==> config.mk <==
export PLATFORM = sky130hd
export DESIGN_NAME = dwp_ctrl
export DESIGN_NICKNAME = d
export VERILOG_FILES = /design/src/design/dwp_pulse_chk.v /design/src/design/dwp_lockout_sel.v /design/src/design/dwp_ctrl.v
export VERILOG_INCLUDE_DIRS = /design/src /design/src/inc
export SDC_FILE = /design/constraint.sdc
export NUM_CORES = 1
export LEC_CHECK = 0
export BUFFER_PORTS_ARGS = -buffer_cell sky130_fd_sc_hd__buf_2
export CAP_MARGIN = 20
export CORE_MARGIN = 2
export CORE_UTILIZATION = 44
export DETAILED_ROUTE_END_ITERATION = 8
export GPL_ROUTABILITY_DRIVEN = 0
export PLACE_DENSITY = 0.78
export SYNTH_ARGS = -nofsm -noshare
export SYNTH_HDL_FRONTEND = slang
export SYNTH_HIERARCHICAL = 1
export SYNTH_SLANG_ARGS = --single-unit
export TNS_END_PERCENT = 50
==> constraint.sdc <==
create_clock -name clk -period 2.4 [get_ports clk]
set_clock_uncertainty 0.05 [all_clocks]
set_input_delay 0.12 -clock clk [delete_from_list [all_inputs] [get_ports clk]]
set_output_delay 0.12 -clock clk [all_outputs]
set_load 0.01 [all_outputs]
==> src/inc/dwp_defines.vh <==
// constants of the disk write-protect and status block
// assumes inclusion by bare name from every design file
`ifndef DWP_DEFINES_VH
`define DWP_DEFINES_VH

// address pointer fields, track field above word field
`define DWP_TRK_W 7
`define DWP_WRD_W 11
`define DWP_PTR_W 18
`define DWP_LAST_TRACK 7'h7F
`define DWP_LAST_WORD 11'h7FF
`define DWP_TRK_RST 7'h00
`define DWP_WRD_RST 11'h000

// lockout groups: eight tracks each, sixteen per drive
`define DWP_GROUPS 16
`define DWP_GROUP_LSB 3
`define DWP_DRIVES 8
`define DWP_LAST_DRIVE 3'h7
`define DWP_DRV_RST 3'h0

// function codes
`define DWP_FN_IDLE 3'h0
`define DWP_FN_READ 3'h1
`define DWP_FN_WRITE 3'h2
`define DWP_FN_WCHK 3'h3

// transfer rate switch codes
`define DWP_RATE_HI 2'h0
`define DWP_RATE_MED 2'h1
`define DWP_RATE_LOW 2'h2

// interlace pass masks
`define DWP_MASK_HI 2'h0
`define DWP_MASK_MED 2'h1
`define DWP_MASK_LOW 2'h3

// good primary pulses before the control counts as synchronized
`define DWP_SYNC_PULSES 4

`endif

==> src/design/dwp_pulse_chk.v <==
// missing/extra pulse checker for one bipolar timing or data track pair
// assumes pulses are one-cycle strobes and cell_end marks each cell end
`timescale 1ns/1ps
`include "dwp_defines.vh"

module dwp_pulse_chk (
  // clock and reset
  input wire clk,
  input wire reset,
  // control
  input wire enable,
  // track pair
  input wire pos_pulse,
  input wire neg_pulse,
  input wire cell_end,
  // results, one-cycle pulses
  output reg err_pos_q,
  output reg err_neg_q,
  output reg mixed_q,
  output reg good_q
);

  reg expect_neg_q;
  reg armed_q;
  reg seen_q;
  wire both;
  wire missing;

  assign both = pos_pulse & neg_pulse;
  // no pulse at all in an armed cell
  assign missing = armed_q & cell_end & ~seen_q & ~pos_pulse & ~neg_pulse;

  always @(posedge clk or posedge reset) begin
    if (reset) begin
      expect_neg_q <= 1'b0;
      armed_q <= 1'b0;
      seen_q <= 1'b0;
      err_pos_q <= 1'b0;
      err_neg_q <= 1'b0;
      mixed_q <= 1'b0;
      good_q <= 1'b0;
    end else if (!enable) begin
      armed_q <= 1'b0;
      seen_q <= 1'b0;
      err_pos_q <= 1'b0;
      err_neg_q <= 1'b0;
      mixed_q <= 1'b0;
      good_q <= 1'b0;
    end else begin
      mixed_q <= both;
      // positive while a negative is due: extra positive or missing negative
      err_pos_q <= (pos_pulse & ~both & armed_q & expect_neg_q) |
                   (missing & expect_neg_q);
      err_neg_q <= (neg_pulse & ~both & armed_q & ~expect_neg_q) |
                   (missing & ~expect_neg_q);
      good_q <= (pos_pulse ^ neg_pulse) &
                (~armed_q | (pos_pulse ^ expect_neg_q));
      if (pos_pulse ^ neg_pulse) begin
        expect_neg_q <= pos_pulse;
        armed_q <= 1'b1;
      end
      if (cell_end)
        seen_q <= 1'b0;
      else if (pos_pulse | neg_pulse)
        seen_q <= 1'b1;
    end
  end

endmodule

==> src/design/dwp_lockout_sel.v <==
// picks the lockout input guarding a drive and track
// assumes disabled inputs are high while a switch stands at disabled
`timescale 1ns/1ps
`include "dwp_defines.vh"

module dwp_lockout_sel #(
  parameter DRIVES = `DWP_DRIVES,
  parameter GROUPS = `DWP_GROUPS
) (
  // lockout inputs, GROUPS per drive
  input wire [DRIVES*GROUPS-1:0] write_disabled,
  // location
  input wire [2:0] drive,
  input wire [`DWP_TRK_W-1:0] track,
  // result
  output wire blocked
);

  wire [6:0] idx;

  // group k covers tracks 8k..8k+7
  assign idx = {drive, track[`DWP_TRK_W-1:`DWP_GROUP_LSB]};
  assign blocked = write_disabled[idx];

endmodule

==> src/design/dwp_ctrl.v <==
// transfer sequencing, write lockout and status flags of the disk control
// assumes program strobes are one-cycle pulses synchronous to clk, and
// word_strobe marks each word position passing under the heads
//
// Notes on behaviour
// - sixteen lockout inputs per drive, each guarding eight consecutive tracks
// - writing a disabled group is suppressed and sets the lockout flag
// - address pointer is seven track bits above eleven word bits
// - disk flag is the OR of error and transfer complete
// - a flag is set whenever a data break is needed
// - word count overflow sets its flag and stops further transfers
// - separate parity flags for address track and addressed data track
// - busy stays high throughout a transfer
// - low rate shows interlace by four, medium shows by two
// - sequencing past drive seven sets the drive overflow flag
// - sequencing into an absent drive within capacity sets its flag
// - program selecting an absent drive sets its own flag
// - write status while writing; run while busy and synchronized
// - primary track gets one flag per pulse polarity fault
// - second, third and data tracks each get a pulse fault flag
// - maintenance status shows maintenance mode
// - function and drive registers are three bits and visible
// - every status register bit is visible as an output
// - low rate covers remaining addresses on following revolutions itself
// - unassigned select positions count as nonexistent drives
`timescale 1ns/1ps
`include "dwp_defines.vh"

module dwp_ctrl #(
  parameter DRIVES = `DWP_DRIVES,
  parameter GROUPS = `DWP_GROUPS,
  parameter SYNC_PULSES = `DWP_SYNC_PULSES
) (
  // clock and reset
  input wire clk,
  input wire reset,
  // program strobes and values
  input wire func_load,
  input wire [2:0] func_in,
  input wire drive_load,
  input wire [2:0] drive_in,
  input wire addr_load,
  input wire [`DWP_TRK_W-1:0] track_in,
  input wire [`DWP_WRD_W-1:0] word_in,
  input wire start,
  input wire status_clear,
  input wire maintenance_mode_status_set,
  input wire maintenance_mode_status_clr,
  // operator controls and drives
  input wire [1:0] rate_sel,
  input wire [DRIVES-1:0] drive_present,
  input wire [DRIVES*GROUPS-1:0] write_disabled,
  // data break side
  input wire break_ack,
  input wire wc_overflow,
  input wire addr_parity_in,
  input wire data_parity_in,
  input wire wcheck_mismatch,
  // disk tracks
  input wire word_strobe,
  input wire cell_end,
  input wire primary_timing_track_pos,
  input wire primary_timing_track_neg,
  input wire second_timing_track_pos,
  input wire second_timing_track_neg,
  input wire third_timing_track_pos,
  input wire third_timing_track_neg,
  input wire data_track_pos,
  input wire data_track_neg,
  // registers shown
  output reg [2:0] func_q,
  output reg [2:0] drive_q,
  output wire [`DWP_PTR_W-1:0] address_pointer,
  // flags
  output wire disk_flag,
  output wire summary_error,
  output reg data_break_request,
  output reg word_count_overflow,
  output reg transfer_busy,
  output wire write_gate,
  output wire run_status,
  output wire interlace_by_four,
  output wire interlace_by_two,
  output reg maintenance_mode_status,
  // status bits
  output wire hardware_error,
  output reg address_parity_error,
  output reg mixed_fault,
  output reg write_check_error,
  output reg data_parity_error,
  output reg write_lockout_flag,
  output wire nonexistent_drive_error,
  output reg drive_number_overflow,
  output reg sequenced_missing_unit,
  output reg program_selected_missing_unit,
  output reg program_error,
  output reg transfer_complete,
  // timing faults
  output reg primary_track_missing_negative,
  output reg primary_track_missing_positive,
  output reg second_timing_track_error,
  output reg third_timing_track_error,
  output reg data_track_pulse_error
);

  localparam ST_IDLE = 2'h0;
  localparam ST_SYNC = 2'h1;
  localparam ST_XFER = 2'h2;
  localparam ST_BREAK = 2'h3;

  reg [1:0] state_q;
  reg [1:0] state_d;
  reg [`DWP_TRK_W-1:0] track_q;
  reg [`DWP_WRD_W-1:0] word_q;
  reg [1:0] pass_q;
  reg [2:0] sync_cnt_q;
  reg synced_q;
  reg stop_q;

  // set terms, one cycle each
  reg set_wlo;
  reg set_drive_number_overflow;
  reg set_seq;
  reg set_psl;
  reg set_pge;
  reg set_xfc;

  wire blocked;
  wire is_write;
  wire active;
  wire fault;
  wire handled;
  wire word_wrap;
  wire last_pass;
  wire [1:0] mask;
  wire [2:0] next_drive;
  wire pa_pos, pa_neg, pa_mixed, pa_good;
  wire pb_pos, pb_neg, pc_pos, pc_neg, pd_pos, pd_neg;

  assign address_pointer = {track_q, word_q};
  assign is_write = (func_q == `DWP_FN_WRITE);
  assign active = (state_q == ST_XFER) | (state_q == ST_BREAK);

  dwp_lockout_sel #(
    .DRIVES(DRIVES),
    .GROUPS(GROUPS)
  ) u_lock (
    .write_disabled(write_disabled),
    .drive(drive_q),
    .track(track_q),
    .blocked(blocked)
  );

  // checkers only run while busy; track pulses arriving while idle are ignored
  dwp_pulse_chk u_chk_a (
    .clk(clk), .reset(reset), .enable(transfer_busy),
    .pos_pulse(primary_timing_track_pos),
    .neg_pulse(primary_timing_track_neg), .cell_end(cell_end),
    .err_pos_q(pa_pos), .err_neg_q(pa_neg),
    .mixed_q(pa_mixed), .good_q(pa_good)
  );
  dwp_pulse_chk u_chk_b (
    .clk(clk), .reset(reset), .enable(transfer_busy),
    .pos_pulse(second_timing_track_pos),
    .neg_pulse(second_timing_track_neg), .cell_end(cell_end),
    .err_pos_q(pb_pos), .err_neg_q(pb_neg),
    .mixed_q(), .good_q()
  );
  dwp_pulse_chk u_chk_c (
    .clk(clk), .reset(reset), .enable(transfer_busy),
    .pos_pulse(third_timing_track_pos),
    .neg_pulse(third_timing_track_neg), .cell_end(cell_end),
    .err_pos_q(pc_pos), .err_neg_q(pc_neg),
    .mixed_q(), .good_q()
  );
  dwp_pulse_chk u_chk_d (
    .clk(clk), .reset(reset), .enable(transfer_busy),
    .pos_pulse(data_track_pos), .neg_pulse(data_track_neg),
    .cell_end(cell_end),
    .err_pos_q(pd_pos), .err_neg_q(pd_neg),
    .mixed_q(), .good_q()
  );

  // interlace: rate switch chooses which word positions a pass handles
  assign interlace_by_four = (rate_sel == `DWP_RATE_LOW);
  assign interlace_by_two = (rate_sel == `DWP_RATE_MED);
  assign mask = interlace_by_four ? `DWP_MASK_LOW :
                interlace_by_two ? `DWP_MASK_MED : `DWP_MASK_HI;
  assign handled = ((word_q[1:0] & mask) == (pass_q & mask));
  assign last_pass = ((pass_q & mask) == mask);
  assign word_wrap = (word_q == `DWP_LAST_WORD);
  assign next_drive = drive_q + 3'h1;

  assign hardware_error = primary_track_missing_negative |
                          primary_track_missing_positive |
                          second_timing_track_error |
                          third_timing_track_error |
                          data_track_pulse_error |
                          address_parity_error | mixed_fault;
  assign nonexistent_drive_error = drive_number_overflow |
                                   sequenced_missing_unit |
                                   program_selected_missing_unit;
  assign summary_error = hardware_error | write_lockout_flag |
                         nonexistent_drive_error | data_parity_error |
                         write_check_error;
  assign disk_flag = summary_error | transfer_complete;
  // any latched error except program_error ends the transfer on the next edge
  assign fault = summary_error;

  // write head only driven on an unblocked write
  assign write_gate = active & is_write & ~blocked & ~write_lockout_flag;
  assign run_status = transfer_busy & synced_q;

  always @* begin
    state_d = state_q;
    set_wlo = 1'b0;
    set_drive_number_overflow = 1'b0;
    set_seq = 1'b0;
    set_psl = 1'b0;
    set_pge = 1'b0;
    set_xfc = 1'b0;
    case (state_q)
      ST_IDLE: begin
        if (start) begin
          if (func_q == `DWP_FN_IDLE) begin
            set_pge = 1'b1;
          end else if (!drive_present[drive_q]) begin
            set_psl = 1'b1;
          end else if (is_write && blocked) begin
            set_wlo = 1'b1;
          end else begin
            state_d = ST_SYNC;
          end
        end
      end
      ST_SYNC: begin
        if (fault)
          state_d = ST_IDLE;
        else if (sync_cnt_q == SYNC_PULSES[2:0])
          state_d = ST_XFER;
      end
      ST_XFER: begin
        if (fault) begin
          state_d = ST_IDLE;
        end else if (stop_q) begin
          state_d = ST_IDLE;
          set_xfc = 1'b1;
        end else if (word_strobe && handled) begin
          // lockout checked before the word is committed
          if (is_write && blocked) begin
            set_wlo = 1'b1;
            state_d = ST_IDLE;
          end else begin
            state_d = ST_BREAK;
          end
        end
        if (word_strobe && word_wrap && last_pass &&
            track_q == `DWP_LAST_TRACK && !fault && !stop_q) begin
          if (drive_q == `DWP_LAST_DRIVE) begin
            set_drive_number_overflow = 1'b1;
            state_d = ST_IDLE;
          end else if (!drive_present[next_drive]) begin
            set_seq = 1'b1;
            state_d = ST_IDLE;
          end
        end
      end
      ST_BREAK: begin
        if (fault) begin
          state_d = ST_IDLE;
        end else if (break_ack) begin
          if (stop_q || wc_overflow) begin
            state_d = ST_IDLE;
            set_xfc = 1'b1;
          end else begin
            state_d = ST_XFER;
          end
        end
      end
      default: state_d = ST_IDLE;
    endcase
    // register loads during a transfer are a programming slip
    if (transfer_busy && (func_load || drive_load || addr_load || start))
      set_pge = 1'b1;
  end

  always @(posedge clk or posedge reset) begin
    if (reset) begin
      state_q <= ST_IDLE;
      transfer_busy <= 1'b0;
      data_break_request <= 1'b0;
      stop_q <= 1'b0;
      synced_q <= 1'b0;
      sync_cnt_q <= 3'h0;
      pass_q <= 2'h0;
    end else begin
      state_q <= state_d;
      transfer_busy <= (state_d != ST_IDLE);
      data_break_request <= (state_d == ST_BREAK);
      if (state_d == ST_IDLE)
        stop_q <= 1'b0;
      else if (wc_overflow)
        stop_q <= 1'b1;
      if (state_q == ST_SYNC && pa_good &&
          sync_cnt_q != SYNC_PULSES[2:0])
        sync_cnt_q <= sync_cnt_q + 3'h1;
      else if (state_q == ST_IDLE)
        sync_cnt_q <= 3'h0;
      synced_q <= (state_d == ST_XFER) | (state_d == ST_BREAK);
      if (state_q == ST_IDLE)
        pass_q <= 2'h0;
      else if (active && word_strobe && word_wrap)
        pass_q <= last_pass ? 2'h0 : pass_q + 2'h1;
    end
  end

  // pointer follows the heads once synchronized, held during sync, loadable when idle
  always @(posedge clk or posedge reset) begin
    if (reset) begin
      func_q <= `DWP_FN_IDLE;
      drive_q <= `DWP_DRV_RST;
      track_q <= `DWP_TRK_RST;
      word_q <= `DWP_WRD_RST;
    end else if (!transfer_busy) begin
      if (func_load)
        func_q <= func_in;
      if (drive_load)
        drive_q <= drive_in;
      if (addr_load) begin
        track_q <= track_in;
        word_q <= word_in;
      end
    end else if (active && word_strobe) begin
      word_q <= word_q + 11'h001;
      if (word_wrap && last_pass) begin
        track_q <= track_q + 7'h01;
        if (track_q == `DWP_LAST_TRACK &&
            drive_q != `DWP_LAST_DRIVE)
          drive_q <= next_drive;
      end
    end
  end

  // sticky flags: a set in the clearing cycle wins
  always @(posedge clk or posedge reset) begin
    if (reset) begin
      write_lockout_flag <= 1'b0;
      drive_number_overflow <= 1'b0;
      sequenced_missing_unit <= 1'b0;
      program_selected_missing_unit <= 1'b0;
      program_error <= 1'b0;
      transfer_complete <= 1'b0;
      word_count_overflow <= 1'b0;
      address_parity_error <= 1'b0;
      data_parity_error <= 1'b0;
      write_check_error <= 1'b0;
      mixed_fault <= 1'b0;
      primary_track_missing_negative <= 1'b0;
      primary_track_missing_positive <= 1'b0;
      second_timing_track_error <= 1'b0;
      third_timing_track_error <= 1'b0;
      data_track_pulse_error <= 1'b0;
    end else begin
      write_lockout_flag <= (write_lockout_flag & ~status_clear) |
                            set_wlo;
      drive_number_overflow <= (drive_number_overflow & ~status_clear) |
                               set_drive_number_overflow;
      sequenced_missing_unit <= (sequenced_missing_unit & ~status_clear) |
                                set_seq;
      program_selected_missing_unit <=
        (program_selected_missing_unit & ~status_clear) | set_psl;
      program_error <= (program_error & ~status_clear) | set_pge;
      transfer_complete <= (transfer_complete & ~status_clear) | set_xfc;
      word_count_overflow <= (word_count_overflow & ~status_clear) |
                             (transfer_busy & wc_overflow);
      address_parity_error <= (address_parity_error & ~status_clear) |
                              (transfer_busy & addr_parity_in);
      data_parity_error <= (data_parity_error & ~status_clear) |
                           (transfer_busy & data_parity_in);
      write_check_error <= (write_check_error & ~status_clear) |
                           (active & wcheck_mismatch &
                            (func_q == `DWP_FN_WCHK));
      mixed_fault <= (mixed_fault & ~status_clear) | pa_mixed;
      primary_track_missing_negative <=
        (primary_track_missing_negative & ~status_clear) | pa_pos;
      primary_track_missing_positive <=
        (primary_track_missing_positive & ~status_clear) | pa_neg;
      second_timing_track_error <= (second_timing_track_error &
                                    ~status_clear) | pb_pos | pb_neg;
      third_timing_track_error <= (third_timing_track_error &
                                   ~status_clear) | pc_pos | pc_neg;
      data_track_pulse_error <= (data_track_pulse_error & ~status_clear) |
                                pd_pos | pd_neg;
    end
  end

  // clear wins only when both strobes meet, since set is a program act
  always @(posedge clk or posedge reset) begin
    if (reset)
      maintenance_mode_status <= 1'b0;
    else if (maintenance_mode_status_set && !maintenance_mode_status_clr)
      maintenance_mode_status <= 1'b1;
    else if (maintenance_mode_status_clr)
      maintenance_mode_status <= 1'b0;
  end

endmodule

==> results of run 1 <==
-- per-layer routing --
metal,vias up,global-route usage,part of all wire
met2,313,0.4384,0.47
met3,42,0.09951,0.11
met4,0,0.08250,0.024
met5,-,0,0
li1,2352,-,-
met1,2538,0.3591,0.40
-- registers in the layout, summed over array words and instances (netlist names), 2 cells and up --
name	cells
func_q	3
sync_cnt_q	3
track_q	7
state_q	2
pass_q	2
drive_q	3
word_q	11
-- how the worst min path moves through the flow --
stage | cells after the start | slack, ps | end
floorplan | 1 | -150 | u_chk_b/armed_q
global placement | 2 | 30 | u_chk_c/err_neg_q
detailed placement | 2 | 30 | u_chk_c/err_pos_q
CTS | 3 | 2 | word_q[4]
global route | 3 | 20 | word_q[5]
finish | 2 | 10 | word_q[8]
-- where the power goes --
group	internal [µW]	switching [µW]	total (µW)
sequential	1560	444	2000
combinational	1910	1820	3740
clock	861	512	1370
total	4330	2780	7110
-- area by class of cell --
class,count,area share
tap,143,0.02535
timing repair buffer,283,0.2264
sequential,73,0.2596
clock inverter,4,0.007270
multi-input combinational,347,0.4264
clock buffer,12,0.03635
inverter,35,0.01862
-- through the flow --
step,TNS [ps],total power (µW),instances
after floorplan,-1131,4239,475
after global placement,-1403,5459,865
after detailed placement,-1968,5581,865
after CTS,-2683,7087,897
after global routing,-3223,7540,897
final,-2100,7111,897
-- critical path, cell delays in order (launching register included) --
cell and delay, ps:
dfrtp_2 400, mux4_2 510, mux4_2 510, and3b_1 180
a31oi_1 130, nand4_1 140, buf_4 170, nor4_4 120
buf_2 180
-- timing repair --
action,in CTS,in global routing
setup endpoints to repair,6,7
gates resized for setup,5,3
pin swaps,8,2
buffers inserted,2,0
hold endpoints to repair,59,0
hold buffers,14,0
==> run_results.csv, run 1 <==
group,metric,value,unit
routing,routed_wl,16940,µm
place,dp_hpwl,13300,µm
place,port_buffers,236,
worst_setup_path,cp-start-kind,"flip-flop",
grt,grt_usage,0.2768,
sta,rsz0062_at_grt,"true",
worst_setup_path,endpoint_kind,"primary output",
worst_setup_path,reg2reg_depth,11,
worst_setup_path,startpoint,"track_q[4]",
grt,antenna_found_initial,0,
sta,hold_viol,0,
grt,grt_pass1_vias,5204,
worst_setup_path,reg2reg_to,"stop_q",
logic_synthesis,syn_area_per_cell,10.60,µm²
clock_network,cts_tree,"built",
sta,hold_slack,12.27,ps
worst_setup_path,cp_max_fo,4,
routing,wl_per_cell,18.89,µm
final_layout,antennaDiodeCount,0,
worst_hold_path,hp-class,"in2reg",
grt,overflow,0,
sta,drv_slew,0,
routing,via_count,5245,
final_layout,area_growth,40.19,%
routing,drt_iter0_markers,572,
logic_synthesis,postSynthCellCount,475,
worst_setup_path,arrival,2670,ps
status,violations,"setup timing",
floorplan,chipHeight,111.0,µm
final_layout,n_fill_cell,928,
sta,worst_slew_pin_slew,661.1,ps
worst_hold_path,worstHoldStart,"word_in[8]",
worst_setup_path,rrSetupSlack,-370,ps
worst_setup_path,endpoint,"write_gate",
final_layout,final_cell_mix,"buf_2, dfrtp_1, nand2_1",
routing,via_per_inst,5.847,
floorplan,core,0.01127,mm²
worst_setup_path,worstPathRequired,2230,ps
floorplan,rows,39,
clock_network,cts_root_buf,"clkbuf_16",
grt,grt_max_degree,46,
clock_network,numCtsBuffers,9,
worst_setup_path,path_class,"reg2out",
floorplan,dieWidth,111.0,µm
clock_network,cts.clk_slew.worst_paths,60,ps
final_layout,stdcell_area,0.007057,mm²
power_and_ir_drop,leakage,0.003484,µW
sta,finalSetupViolations,7,
sta,relSlewSlack,0.5479,
floorplan,ioPinCount,237,
floorplan,die_area,0.01231,mm²
clock_network,cts_buffer_depth,2,
grt,grt_pass1_wl,27080,µm
worst_setup_path,r2r-start,"track_q[4]",
sta,period_share,1.182,
routing,dr.pass1.iters,5,
place,preCtsSetupSlack,-400.0,ps
clock_network,htree_levels,3,
logic_synthesis,synth_fp_nets,682,
sta,fin_ws,-437.7,ps
final_layout,drive_above_1_share,0.4695,
power_and_ir_drop,p_per_area,1008,mW/mm²
logic_synthesis,synth.cell_area,0.005034,mm²
final_layout,final_common_cell,"buf_2",
final_layout,ff_latch_area,0.001832,mm²
run,cap_viol_max_count,0,
floorplan,initial_core_util,0.4466,
sta,fin_crit,2838,ps
power_and_ir_drop,peakVddDrop,616.3,µV
clock_network,clock_latency,340,ps
routing,drc,0,
clock_network,cts_sinks,73,
sta,fmax,352.4,MHz
final_layout,nets,956,
final_layout,post-route-util,0.6260,
routing,antenna_left,0,
status,outcome,"finished with violations",
final_layout,multi_input_area,0.003009,mm²
place,placed_cell_area,0.006556,mm²
logic_synthesis,yosys_warnings,6,
Note: power is estimated with default switching activity, not from simulation.
==> inputs of run 2 (changes only) <==
==> constraint.sdc (replaced) <==
create_clock -name clk -period 2.4 [get_ports clk]
set_clock_uncertainty 0.05 [all_clocks]
set_input_delay 0.24 -clock clk [delete_from_list [all_inputs] [get_ports clk]]
set_output_delay 0.24 -clock clk [all_outputs]
set_load 0.01 [all_outputs]
==> run 2 against run 1 <==
Effect of this change: largest power group unchanged; clock power down 12%; global-route usage down 0.72 points; the run still ends with setup timing left; sequential cell count unchanged; clock-buffer cell count unchanged; power down 2.5%.
==> run_results.csv, run 2 (synthesis gave the netlist of run 1 again) <==
group,metric,value,unit
status,outcome,"finished with violations",
status,violations,"setup timing",
final_layout,area_growth,37.51,%
sta,hold_viol,0,
worst_setup_path,worstPathRequired,2110,ps
clock_network,clock_latency,330,ps
clock_network,cts_tree,"built",
worst_setup_path,endpoint_kind,"primary output",
floorplan,ioPinCount,237,
routing,dr.pass1.iters,5,
sta,finalSetupViolations,7,
final_layout,largest-register,"word_q",
power_and_ir_drop,leakage,0.003440,µW
routing,antenna_left,0,
worst_setup_path,startpoint,"track_q[4]",
power_and_ir_drop,switching_share,0.3953,
sta,worst_slew_pin_slew,795.2,ps
final_layout,final_common_cell,"buf_2",
power_and_ir_drop,p_total,6933,µW
final_layout,stdcell_area,0.006922,mm²
floorplan,core,0.01127,mm²
worst_setup_path,reg2reg_depth,11,
grt,grt_max_degree,46,
routing,drc,0,
grt,grt_pass1_wl,26410,µm
power_and_ir_drop,p_per_area,1002,mW/mm²
floorplan,initial_core_util,0.4466,
floorplan,dieWidth,111.0,µm
routing,wl_per_cell,18.74,µm
worst_setup_path,cp_max_fo,4,
final_layout,n_fill_cell,937,
place,preCtsSetupSlack,-442.7,ps
power_and_ir_drop,clock_power_share,0.173,
place,placed_cell_area,0.006593,mm²
grt,grt_usage,0.2696,
place,dp_hpwl,13570,µm
floorplan,rows,39,
sta,rsz0062_at_grt,"true",
clock_network,cts_buffer_depth,2,
routing,via_count,5143,
routing,drt_iter0_markers,565,
routing,via_per_inst,5.798,
run,cap_viol_max_count,0,
power_and_ir_drop,p_seq_frac,0.287,
final_layout,drive_above_1_share,0.4758,
grt,grt_pass1_vias,5190,
clock_network,numCtsBuffers,9,
floorplan,die_area,0.01231,mm²
power_and_ir_drop,p_int,4192,µW
final_layout,biggestRegsByFlops,"word_q (11), track_q (7)",
worst_setup_path,endpoint,"write_gate",
grt,antenna_found_initial,0,
worst_setup_path,reg2reg_to,"data_break_request",
final_layout,largest_register_ffs,11,
worst_setup_path,r2r-start,"track_q[4]",
worst_setup_path,rrSetupSlack,-370,ps
worst_setup_path,cp-start-kind,"flip-flop",
sta,fmax,354.7,MHz
worst_setup_path,arrival,2530,ps
final_layout,antennaDiodeCount,0,
routing,routed_wl,16620,µm
power_and_ir_drop,p_comb_frac,0.540,
worst_hold_path,hp-class,"in2reg",
sta,fin_crit,2819,ps
final_layout,final_cell_mix,"buf_2, dfrtp_1, nand2_1",
sta,relSlewSlack,0.4691,
final_layout,nets,947,
final_layout,multi_input_area,0.003008,mm²
final_layout,ff_latch_area,0.001832,mm²
power_and_ir_drop,peakVddDrop,594.0,µV
clock_network,htree_levels,3,
clock_network,cts_root_buf,"clkbuf_16",
grt,overflow,0,
clock_network,cts.clk_slew.worst_paths,50,ps
place,port_buffers,236,
floorplan,chipHeight,111.0,µm
sta,hold_slack,53.00,ps
final_layout,post-route-util,0.6141,
clock_network,cts_sinks,73,
power_and_ir_drop,power.switching,2740,µW
sta,period_share,1.175,
sta,drv_slew,0,
worst_setup_path,path_class,"reg2out",
sta,fin_ws,-419.1,ps
run 2: how the worst min path moves through the flow:
stage	end	slack [ps]	from	cells after the start
2_1_floorplan	u_chk_b/armed_q	-30	reset	1
3_3_place_gp	u_chk_c/armed_q	140	reset	2
3_5_place_dp	u_chk_b/seen_q	150	reset	2
4_1_cts	transfer_complete	40	status_clear	2
5_1_grt	transfer_complete	50	status_clear	2
6_report	transfer_complete	50	status_clear	2
run 2: routing by layer:
| metal | global-route usage | part of all wire |
|---|---|---|
| met2 | 0.4384 | 0.47 |
| met5 | 0 | 0 |
| met1 | 0.3345 | 0.40 |
| met3 | 0.1077 | 0.10 |
| met4 | 0.07583 | 0.021 |
run 2: power groups by stage:
stage	combinational [µW]	sequential [µW]	clock [µW]
after floorplan	2210	2030	0
after global placement	3520	1960	0
after detailed placement	3620	1990	0
after CTS	3710	1970	1220
after global routing	4040	2040	1280
final	3750	1990	1200
run 2: cell type report:
cell class / instances / share of cell area
Timing Repair Buffer: 274 / 0.2178
Clock inverter: 3 / 0.002531
Tap cell: 143 / 0.02585
Multi-Input combinational cell: 347 / 0.4346
Sequential cell: 73 / 0.2646
Clock buffer: 12 / 0.03561
Inverter: 35 / 0.01898
run 2: timing repair:
| item | in CTS | in global routing |
|---|---|---|
| buffers inserted | 1 | 0 |
| pin swaps | 8 | 2 |
| endpoints found under the hold margin | 23 | 0 |
| hold buffers | 2 | 0 |
| gates resized for setup | 5 | 4 |
| setup endpoints to repair | 7 | 8 |
run 2: worst max-delay path, cell delays in order (launching register included):
cell,delay [ps]
dfrtp_2,420
mux4_2,500
mux4_2,500
and3b_1,180
a31oi_1,130
nand4_1,130
nor4_2,150
buf_2,180
run 2: per-stage QoR:
stage / TNS (ps) / instances
finish: -2091 / 887
global route: -3194 / 887
CTS: -2567 / 887
detailed placement: -2388 / 869
global placement: -1471 / 869
floorplan: -1290 / 475
